### config.mk
export PLATFORM = sky130hd
export DESIGN_NAME = oag_address_gen
export DESIGN_NICKNAME = d
export VERILOG_FILES = /design/src/design/oag_pkg.sv /design/src/design/oag_pair_if.sv /design/src/design/oag_pair_select.sv /design/src/design/oag_address_gen.sv
export SDC_FILE = /design/constraint.sdc
export NUM_CORES = 1
export LEC_CHECK = 0
export BUFFER_PORTS_ARGS = -buffer_cell sky130_fd_sc_hd__buf_2
export CORE_ASPECT_RATIO = 0.9
export CORE_MARGIN = 1
export CORE_UTILIZATION = 48
export DETAILED_ROUTE_END_ITERATION = 10
export PLACE_DENSITY = 0.89
export SYNTH_ARGS = -nofsm -noshare
export SYNTH_HDL_FRONTEND = slang
export SYNTH_SLANG_ARGS = --single-unit
### constraint.sdc
create_clock -name core_clk -period 3.65 [get_ports core_clk]
set_input_delay 0.5475 -clock core_clk [delete_from_list [all_inputs] [get_ports core_clk]]
set_output_delay 0.5475 -clock core_clk [all_outputs]
set_load 0.01 [all_outputs]
### src/design/oag_pkg.sv
// Constants and types of the operand address generator
// Assumes a core clock at 250 MHz and a 16-bit data address space
package oag_pkg;
  localparam logic [15:0] SHORT_BASE = 16'hfe00;
  localparam logic [7:0] SHORT_WRAP_LIMIT = 8'h20;
  localparam logic [7:0] SFR_HIGH = 8'hff;
  localparam logic [7:0] SFR_HOLE_LO = 8'hd0;
  localparam logic [7:0] SFR_HOLE_HI = 8'hdf;
  localparam logic [15:0] SHORT_SFR_START = 16'hff00;
  localparam logic [15:0] RAM_LO = 16'hfe20;
  localparam logic [15:0] RAM_HI = 16'hfeff;
  localparam logic [7:0] OP_LOAD_ACC_PAIR2 = 8'h2b;
  localparam logic [1:0] PAIR_TWO_CODE = 2'h2;
  localparam logic [1:0] BASE_PAIR_CODE = 2'h3;
  localparam logic [15:0] ADDR_RESET = 16'h0000;

  typedef enum logic [2:0] {
    MODE_DIRECT = 3'h0,
    MODE_SHORT = 3'h1,
    MODE_SFR = 3'h3,
    MODE_REG = 3'h2,
    MODE_INDIRECT = 3'h6,
    MODE_BASED = 3'h7,
    MODE_STACK = 3'h5,
    MODE_NONE = 3'h4
  } oag_mode_t;

  typedef enum logic [1:0] {
    SPACE_ANY = 2'h0,
    SPACE_RAM = 2'h1,
    SPACE_SFR = 2'h3
  } oag_space_t;
endpackage

### src/design/oag_pair_if.sv
// Register pair bundle between generator and pair selector
// Assumes one core clock domain
`timescale 1ns/1ps
interface oag_pair_if;
  logic [15:0] pairZero;
  logic [15:0] pairOne;
  logic [15:0] pairTwo;
  logic [15:0] basePair;
  logic [1:0] pairCode;
  logic [15:0] pairValue;
  modport gen (output pairZero, output pairOne, output pairTwo, output basePair, output pairCode, input pairValue);
  modport sel (input pairZero, input pairOne, input pairTwo, input basePair, input pairCode, output pairValue);
endinterface

### src/design/oag_pair_select.sv
// Register pair selector by pair code
// Assumes pair contents are stable in the decode cycle
`timescale 1ns/1ps
module oag_pair_select (
  oag_pair_if.sel pairBus
);
  // [RULE8] pair code select
  assign pairBus.pairValue = (pairBus.pairCode == 2'h0) ? pairBus.pairZero :
                             (pairBus.pairCode == 2'h1) ? pairBus.pairOne :
                             (pairBus.pairCode == 2'h2) ? pairBus.pairTwo : pairBus.basePair;
endmodule

### src/design/oag_address_gen.sv
// Operand effective address generator of the core
// Assumes decoder and register file share core_clk
// Notes on behaviour
// [RULE1] Direct: full 16-bit immediate is address
// [RULE2] Short direct reaches only FE20H..FF1FH
// [RULE3] Short bit 8 set only below 20H
// [RULE4] Word short direct needs even address
// [RULE5] Short window: RAM low, SFR high
// [RULE6] SFR: FFxx, FFD0H..FFDFH refused
// [RULE7] Byte register picked by 3-bit field
// [RULE8] Registers 0..7, pairs 0..3 by code
// [RULE9] Indirect uses pair two or base pair
// [RULE10] Based: zero-extended offset, carry dropped
// [RULE11] Stack accesses use stack pointer
// [RULE12] Stack accesses only internal RAM
// [RULE13] Opcode 2BH loads accumulator via pair two
// [RULE14] Address and select from decode cycle
`timescale 1ns/1ps
module oag_address_gen (
  // Clock and reset
  input wire logic core_clk,
  input wire logic rstn,
  input wire logic clkEn,
  // Decoder side
  input wire logic decodeValid,
  input wire logic [2:0] addrMode,
  input wire logic [7:0] opcodeByte,
  input wire logic [15:0] fullImmediateAddress,
  input wire logic [7:0] operandByte,
  input wire logic [2:0] regField,
  input wire logic [1:0] registerPairOperand,
  input wire logic wordAccess,
  // Register file side
  input wire logic [15:0] pairZero,
  input wire logic [15:0] pairOne,
  input wire logic [15:0] pairTwo,
  input wire logic [15:0] basePair,
  input wire logic [15:0] stackPointerRegister,
  // Memory side
  output logic [15:0] effAddr,
  output logic memSelect,
  output logic [2:0] regSelect,
  output logic [1:0] space,
  output logic addrValid,
  output logic addrError,
  output logic loadAccPairTwo
);
  // ----------------------------------------
  // Decode
  // ----------------------------------------
  oag_pair_if pairBus ();
  oag_pair_select pairSel (.pairBus(pairBus));

  // Inclusive range test shared by the error decodes
  function automatic logic inRange(input logic [15:0] value, input logic [15:0] lo, input logic [15:0] hi);
    return (value >= lo) && (value <= hi);
  endfunction

  oag_pkg::oag_mode_t mode;
  wire isLoad2b = (opcodeByte == oag_pkg::OP_LOAD_ACC_PAIR2);
  assign mode = isLoad2b ? oag_pkg::MODE_INDIRECT : oag_pkg::oag_mode_t'(addrMode);

  assign pairBus.pairZero = pairZero;
  assign pairBus.pairOne = pairOne;
  assign pairBus.pairTwo = pairTwo;
  assign pairBus.basePair = basePair;
  // [RULE9] [RULE13] indirect pair choice
  assign pairBus.pairCode = isLoad2b ? oag_pkg::PAIR_TWO_CODE :
                            (mode == oag_pkg::MODE_INDIRECT) ? {1'b1, registerPairOperand[0]} :
                            (mode == oag_pkg::MODE_BASED) ? oag_pkg::BASE_PAIR_CODE : registerPairOperand;

  // [RULE2] [RULE3] short window bit 8
  wire shortBit8 = (operandByte < oag_pkg::SHORT_WRAP_LIMIT);
  wire [15:0] shortAddr = oag_pkg::SHORT_BASE | {7'h00, shortBit8, operandByte};
  // [RULE6] SFR page and hole
  wire [15:0] sfrAddr = {oag_pkg::SFR_HIGH, operandByte};
  wire sfrHole = inRange({8'h00, operandByte}, {8'h00, oag_pkg::SFR_HOLE_LO}, {8'h00, oag_pkg::SFR_HOLE_HI});
  // [RULE10] zero-extend, carry dropped
  wire [16:0] basedSum = {1'b0, pairBus.pairValue} + {9'h000, operandByte};
  wire [15:0] basedAddr = basedSum[15:0];
  // [RULE12] stack limited to RAM
  wire stackOutRam = !inRange(stackPointerRegister, oag_pkg::RAM_LO, oag_pkg::RAM_HI);

  logic [15:0] addrNext;
  logic memNext;
  logic errNext;
  logic [1:0] spaceNext;
  always_comb begin
    addrNext = oag_pkg::ADDR_RESET;
    memNext = 1'b1;
    errNext = 1'b0;
    spaceNext = oag_pkg::SPACE_ANY;
    case (mode)
      // [RULE1] direct immediate
      oag_pkg::MODE_DIRECT: begin
        addrNext = fullImmediateAddress;
      end
      oag_pkg::MODE_SHORT: begin
        addrNext = shortAddr;
        // [RULE4] even word only
        errNext = wordAccess & operandByte[0];
        // [RULE5] RAM or SFR route
        spaceNext = (shortAddr >= oag_pkg::SHORT_SFR_START) ? oag_pkg::SPACE_SFR : oag_pkg::SPACE_RAM;
      end
      oag_pkg::MODE_SFR: begin
        addrNext = sfrAddr;
        errNext = sfrHole;
        spaceNext = oag_pkg::SPACE_SFR;
      end
      // [RULE7] [RULE8] register operand
      oag_pkg::MODE_REG: begin
        memNext = 1'b0;
      end
      oag_pkg::MODE_INDIRECT: begin
        addrNext = pairBus.pairValue;
      end
      oag_pkg::MODE_BASED: begin
        addrNext = basedAddr;
      end
      // [RULE11] stack pointer address
      oag_pkg::MODE_STACK: begin
        addrNext = stackPointerRegister;
        errNext = stackOutRam;
        spaceNext = oag_pkg::SPACE_RAM;
      end
      default: begin
        memNext = 1'b0;
      end
    endcase
  end

  // ----------------------------------------
  // Output registers
  // ----------------------------------------
  // [RULE14] registered at decode edge
  always_ff @(posedge core_clk or negedge rstn) begin
    if (!rstn) begin
      effAddr <= oag_pkg::ADDR_RESET;
      memSelect <= 1'b0;
      regSelect <= 3'h0;
      space <= oag_pkg::SPACE_ANY;
      addrValid <= 1'b0;
      addrError <= 1'b0;
      loadAccPairTwo <= 1'b0;
    end else if (clkEn) begin
      effAddr <= addrNext;
      memSelect <= decodeValid & memNext;
      regSelect <= regField;
      space <= spaceNext;
      addrValid <= decodeValid;
      addrError <= decodeValid & errNext;
      loadAccPairTwo <= decodeValid & isLoad2b;
    end
  end

  // ----------------------------------------
  // Checks
  // ----------------------------------------
  AST_SHORT_BIT8: assert property (@(posedge core_clk) disable iff (!rstn) // [RULE3]
    (clkEn && decodeValid && mode == oag_pkg::MODE_SHORT) |=> (effAddr[8] == ($past(operandByte) < 8'h20)))
    else $error("short bit 8 wrong");
  AST_SHORT_RANGE: assert property (@(posedge core_clk) disable iff (!rstn) // [RULE2]
    (clkEn && decodeValid && mode == oag_pkg::MODE_SHORT) |=> (effAddr >= 16'hfe20 && effAddr <= 16'hff1f))
    else $error("short address outside window");
  AST_SFR_HOLE: assert property (@(posedge core_clk) disable iff (!rstn) // [RULE6]
    (clkEn && decodeValid && mode == oag_pkg::MODE_SFR) |=>
      (effAddr[15:8] == 8'hff && addrError == (effAddr[7:4] == 4'hd)))
    else $error("sfr address or hole flag wrong");
  AST_BASED_SUM: assert property (@(posedge core_clk) disable iff (!rstn) // [RULE10]
    (clkEn && decodeValid && mode == oag_pkg::MODE_BASED) |=>
      (effAddr == 16'($past(basePair) + {8'h00, $past(operandByte)})))
    else $error("based sum wrong");
  AST_LOAD_2B: assert property (@(posedge core_clk) disable iff (!rstn) // [RULE13]
    (clkEn && decodeValid && opcodeByte == 8'h2b) |=> (loadAccPairTwo && memSelect && effAddr == $past(pairTwo)))
    else $error("load via pair two wrong");
  AST_STACK_RAM: assert property (@(posedge core_clk) disable iff (!rstn) // [RULE12]
    (clkEn && decodeValid && mode == oag_pkg::MODE_STACK) |=>
      (effAddr == $past(stackPointerRegister) && space == oag_pkg::SPACE_RAM))
    else $error("stack access wrong");
  AST_WORD_EVEN: assert property (@(posedge core_clk) disable iff (!rstn) // [RULE4]
    (clkEn && decodeValid && mode == oag_pkg::MODE_SHORT && wordAccess && operandByte[0]) |=> addrError)
    else $error("odd word address accepted");
  AST_REG_SELECT: assert property (@(posedge core_clk) disable iff (!rstn) // [RULE7]
    (clkEn && decodeValid && mode == oag_pkg::MODE_REG) |=> (!memSelect && regSelect == $past(regField)))
    else $error("register select wrong");
  AST_DIRECT_ADDR: assert property (@(posedge core_clk) disable iff (!rstn) // [RULE1]
    (clkEn && decodeValid && mode == oag_pkg::MODE_DIRECT) |=>
      (memSelect && effAddr == $past(fullImmediateAddress)))
    else $error("direct address wrong");
  AST_SHORT_SPACE: assert property (@(posedge core_clk) disable iff (!rstn) // [RULE5]
    (clkEn && decodeValid && mode == oag_pkg::MODE_SHORT) |=>
      (space == ((effAddr[15:8] == 8'hff) ? oag_pkg::SPACE_SFR : oag_pkg::SPACE_RAM)))
    else $error("short window routing wrong");
  AST_WORD_EVEN_OK: assert property (@(posedge core_clk) disable iff (!rstn) // [RULE4]
    (clkEn && decodeValid && mode == oag_pkg::MODE_SHORT && wordAccess && !operandByte[0]) |=> !addrError)
    else $error("even word address refused");
  AST_SFR_SPACE: assert property (@(posedge core_clk) disable iff (!rstn) // [RULE6]
    (clkEn && decodeValid && mode == oag_pkg::MODE_SFR) |=> (memSelect && space == oag_pkg::SPACE_SFR))
    else $error("sfr routing wrong");
  AST_INDIRECT_PAIR: assert property (@(posedge core_clk) disable iff (!rstn) // [RULE9]
    (clkEn && decodeValid && mode == oag_pkg::MODE_INDIRECT && !isLoad2b) |=>
      (effAddr == ($past(registerPairOperand[0]) ? $past(basePair) : $past(pairTwo))))
    else $error("indirect pair wrong");
  AST_STACK_ERR: assert property (@(posedge core_clk) disable iff (!rstn) // [RULE12]
    (clkEn && decodeValid && mode == oag_pkg::MODE_STACK) |=>
      (addrError == ($past(stackPointerRegister) < 16'hfe20 || $past(stackPointerRegister) > 16'hfeff)))
    else $error("stack range flag wrong");
  AST_LOAD_ONLY: assert property (@(posedge core_clk) disable iff (!rstn) // [RULE13]
    (clkEn && !(decodeValid && opcodeByte == 8'h2b)) |=> !loadAccPairTwo)
    else $error("load flag without opcode");
  AST_NONE_IDLE: assert property (@(posedge core_clk) disable iff (!rstn) // [RULE14]
    (clkEn && decodeValid && mode == oag_pkg::MODE_NONE) |=> (!memSelect && effAddr == 16'h0000))
    else $error("idle mode drove memory");
  AST_REG_NOADDR: assert property (@(posedge core_clk) disable iff (!rstn) // [RULE7]
    (clkEn && decodeValid && mode == oag_pkg::MODE_REG) |=> (effAddr == 16'h0000 && !addrError))
    else $error("register operand drove address");

  // ----------------------------------------
  // Enable and valid checks
  // ----------------------------------------
  AST_VALID_NEXT: assert property (@(posedge core_clk) disable iff (!rstn) // [RULE14]
    clkEn |=> (addrValid == $past(decodeValid)))
    else $error("valid not one cycle after decode");
  AST_FROZEN: assert property (@(posedge core_clk) disable iff (!rstn) // [RULE14]
    !clkEn |=> ($stable(effAddr) && $stable(memSelect) && $stable(space) && $stable(addrValid)))
    else $error("outputs moved while disabled");
endmodule

==> flow_summary_export.csv <==
group,metric,value,unit
run_status,status,"finished clean",
synthesis,synth_area_per_cell,8.193,µm²
synthesis,synth_common_cells,"48 x nand2_1, 25 x dfrtp_1, 23 x nor2_1",
clock_network,cts_tree,"done",
timing,fmax,0.2743,GHz
detailed_routing,drtIter0Drc,401,
timing,setup_slack,0.004982,ns
clock_network,path_clk_slew,0.08,ns
synthesis,ys_seq_area_share,24.47,%
worst_setup_path,crit_path_end_kind,"flip-flop",
detailed_routing,firstDrtPassIters,6,
detailed_routing,ant_nets,0,
worst_setup_path,path_common_cell,"buf_4",
placed_design,placed_cell_area,0.003602,mm²
floorplanning,ios,150,
worst_setup_path,cp_data_required_time,3.83,ns
power_and_ir_drop,power_leakage,0.001861,µW
timing,setup_viol,0,
clock_network,clk_latency,0.26,ns
power_and_ir_drop,vdd_ir_drop_max,0.0001483,V
worst_setup_path,cpLargestDelayFamily,"simple AND/OR/NAND/NOR gates",
timing,finalCritPeriodShare,99.86,%
placed_design,globalplace.congestion,0.9929,
global_route,antenna_found_initial,0,
synthesis,netlist_area,0.002556,mm²
timing,slew_headroom,19.93,%
placed_design,dp_hpwl,7.480,mm
synthesis,synthMuxAreaShare,8.811,%
detailed_routing,vias_per_cell,6.241,
cells_and_area,fin_area,0.003842,mm²
global_route,grt_usage,32.96,%
cells_and_area,area.growth.synth_to_final,50.32,%
worst_setup_path,max_stage_delay,0.56,ns
cells_and_area,antenna_cells,0,
synthesis,synth-warning-count,0,
synthesis,syn_nets,448,
detailed_routing,wl_per_cell,18.03,µm
cells_and_area,n_fill_cell,358,
global_route,globalRouteOverflowTotal,0,
global_route,grt_pass1_vias,3050,
worst_setup_path,critPathArrivalTime,3.82,ns
worst_setup_path,cp_num_buf_inv,4,
worst_setup_path,worst-path-stages,17,
cells_and_area,nNetsFinal,627,
worst_setup_path,cp_max_fo,4,
synthesis,synth_edf_count,0,
synthesis,synth_compound_area_share,30.45,%
synthesis,synth_top_area_share,24.47,%
worst_setup_path,crit_type,"in -> reg",
run,cap_violations,0,
synthesis,synth_top_family_by_area,"compound AO/OA/AOI/OAI gates",
synthesis,syn_inst,312,
timing,finalSetupTns,0,ns
floorplanning,core_area,0.004985,mm²
synthesis,ys_ff_latch,25,
synthesis,synthAdderAreaFrac,5.678,%
clock_network,clockBufferDepth,2,
placed_design,dpl_worst_slack,-0.3185,ns
floorplanning,initial_core_util,51.28,%
clock_network,numClockSinks,25,
timing,post-route-min-period,3.645,ns
floorplanning,row_count,24,
clock_network,cts.htree.levels,1,
worst_setup_path,cpMaxStageDelayCell,"or4b_4",
synthesis,synth_ff_type,"dfrtp_1",
synthesis,synth-xor-area-share,2.398,%
synthesis,yosysUniqueCellTypes,65,
worst_setup_path,cp_cell_sequence,"buf_2 > or4b_4 > o21ai_4 > buf_6 > buf_4 > mux2_2 > nor2_2 > a31oi_1 > ha_1 > nand3_1 > nand2_2 > a41oi_4 > a21oi_2 > buf_4 > a211oi_1 > and3b_1 > o22ai_1",
floorplanning,die_w,78.92,µm
placed_design,io_buffer_count,149,
clock_network,cts_root_buf,"clkbuf_8",
synthesis,synthSimpleGateAreaFrac,23.20,%
worst_setup_path,worst-r2r-cell-count,4,
synthesis,synth.most_common_cell,"nand2_1",
floorplanning,dieArea,0.005621,mm²
floorplanning,die_y,71.23,µm
timing,rsz0062_at_grt,"true",
worst_setup_path,cp-start-kind,"input port",
detailed_routing,vias,3464,
timing,worst_slew_pin_slew,1.193,ns
power_and_ir_drop,p_per_area,272.1,mW/mm²
synthesis,synth_area_leader_cell,"dfrtp_1",
global_route,grt_max_degree,41,
synthesis,synth_area_leaders,"dfrtp_1 24%, nand2_1 7.0%, mux2_2 5.3%",
global_route,grt_pass1_wl,14.57,mm
clock_network,cts_buffers,3,
cells_and_area,drive_gt1_share,50.41,%
synthesis,synthArstFlopShare,100.0,%
timing,slew_viol_final,0,
hold_path,worstHoldPathType,"in -> async",
detailed_routing,drt_wl_total,10.01,mm
detailed_routing,drc_errors,0,
timing,fin_skew,0,ns
timing,hold_violations,0,
## per-layer routing
metal,share of wire (%),vias to the layer above,routed length [µm],global-route usage [%]
met2,46,265,4635,52.66
li1,-,1572,-,-
met4,3.2,0,323,8.889
met1,41,1594,4061,48.11
met3,9.9,33,987,2.803
met5,0,-,0,0
## flip-flops by register name (all words and copies together) (netlist names)
name            count
regSelect           3
addrValid           1
loadAccPairTwo      1
memSelect           1
addrError           1
effAddr            16
space               2
## area by class of cell
class	count	area, µm²	share of cell area (%)
clock buffer	3	41.29	1.075
inverter	11	41.29	1.075
multi-input combinational	259	1979	51.51
sequential	25	625.6	16.28
tap	65	81.33	2.117
clock inverter	1	5.005	0.1303
timing repair buffer	191	1069	27.81
## final timing paths
check,start,slack (ns),end
worst min register to register,regSelect[0]$_DFFE_PN0P_,0.51,regSelect[0]$_DFFE_PN0P_
min in group core_clk,regSelect[0]$_DFFE_PN0P_,0.51,regSelect[0]$_DFFE_PN0P_
worst max register to register,effAddr[14]$_DFFE_PN0P_,2.27,effAddr[14]$_DFFE_PN0P_
max in group asynchronous,rstn,3.03,space[1]$_DFFE_PN0P_
worst min-delay path,rstn,0.26,regSelect[2]$_DFFE_PN0P_
worst max-delay path,opcodeByte[7],0.005,effAddr[9]$_DFFE_PN0P_
## stage by stage
stage                     instances  util [%]  power (µW)  hold slack [ns]
after floorplan                 312         -       603.3           0.2519
after global placement          545     72.26       810.4           0.4828
after detailed placement        545     72.26       822.0           0.4934
after CTS                       551     73.49       983.7           0.2656
after global routing            555     77.08        1100           0.3006
final                           555     77.08        1046           0.2577
## worst reg2reg max path, delay by kind of cell, from the launching register on
family          cells  cell delay, ns
simple gates        2            0.73
flops               1            0.37
compound gates      2            0.21
## cell families (layout without fill, tap and decap cells)
| group | count (synthesis) | in the layout |
|---|---|---|
| AO/OA/AOI/OAI | 103 | 103 |
| XOR/XNOR | 7 | 7 |
| adder cells (fa/ha/maj) | 11 | 11 |
| buffers and inverters | 28 | 206 |
| flip-flops | 25 | 25 |
| multiplexers | 21 | 21 |
| AND/OR/NAND/NOR | 117 | 117 |
## layout by cell type, fill, tap and decap left out, types with 6 or more instances in the layout
cell type	synthesis	routed
buf_2	3	149
nand2_1	48	46
buf_4	1	40
dfrtp_1	25	25
nor2_1	23	18
inv_1	11	11
mux2_2	12	10
a21oi_1	13	10
a31oi_1	13	9
mux2i_1	9	9
o21ai_0	10	9
a222oi_1	8	8
nand3_1	9	7
o22ai_1	7	7
nor3_1	6	6
a221oi_1	6	6
ha_1	10	6
## power breakdown
group / switching, µW / leakage, µW / internal (µW)
Combinational: 293 / 0.00153 / 264
Clock: 85.7 / 0.0000255 / 76.3
Sequential: 17.4 / 0.000304 / 309
## what timing repair did
item	in CTS	in global routing
setup endpoints to repair	1	8
buffers inserted	2	4
hold buffers	0	0
gates cloned	0	0
pin swaps	1	17
gates resized for setup	0	28
Power figures use the tool's default switching activity.
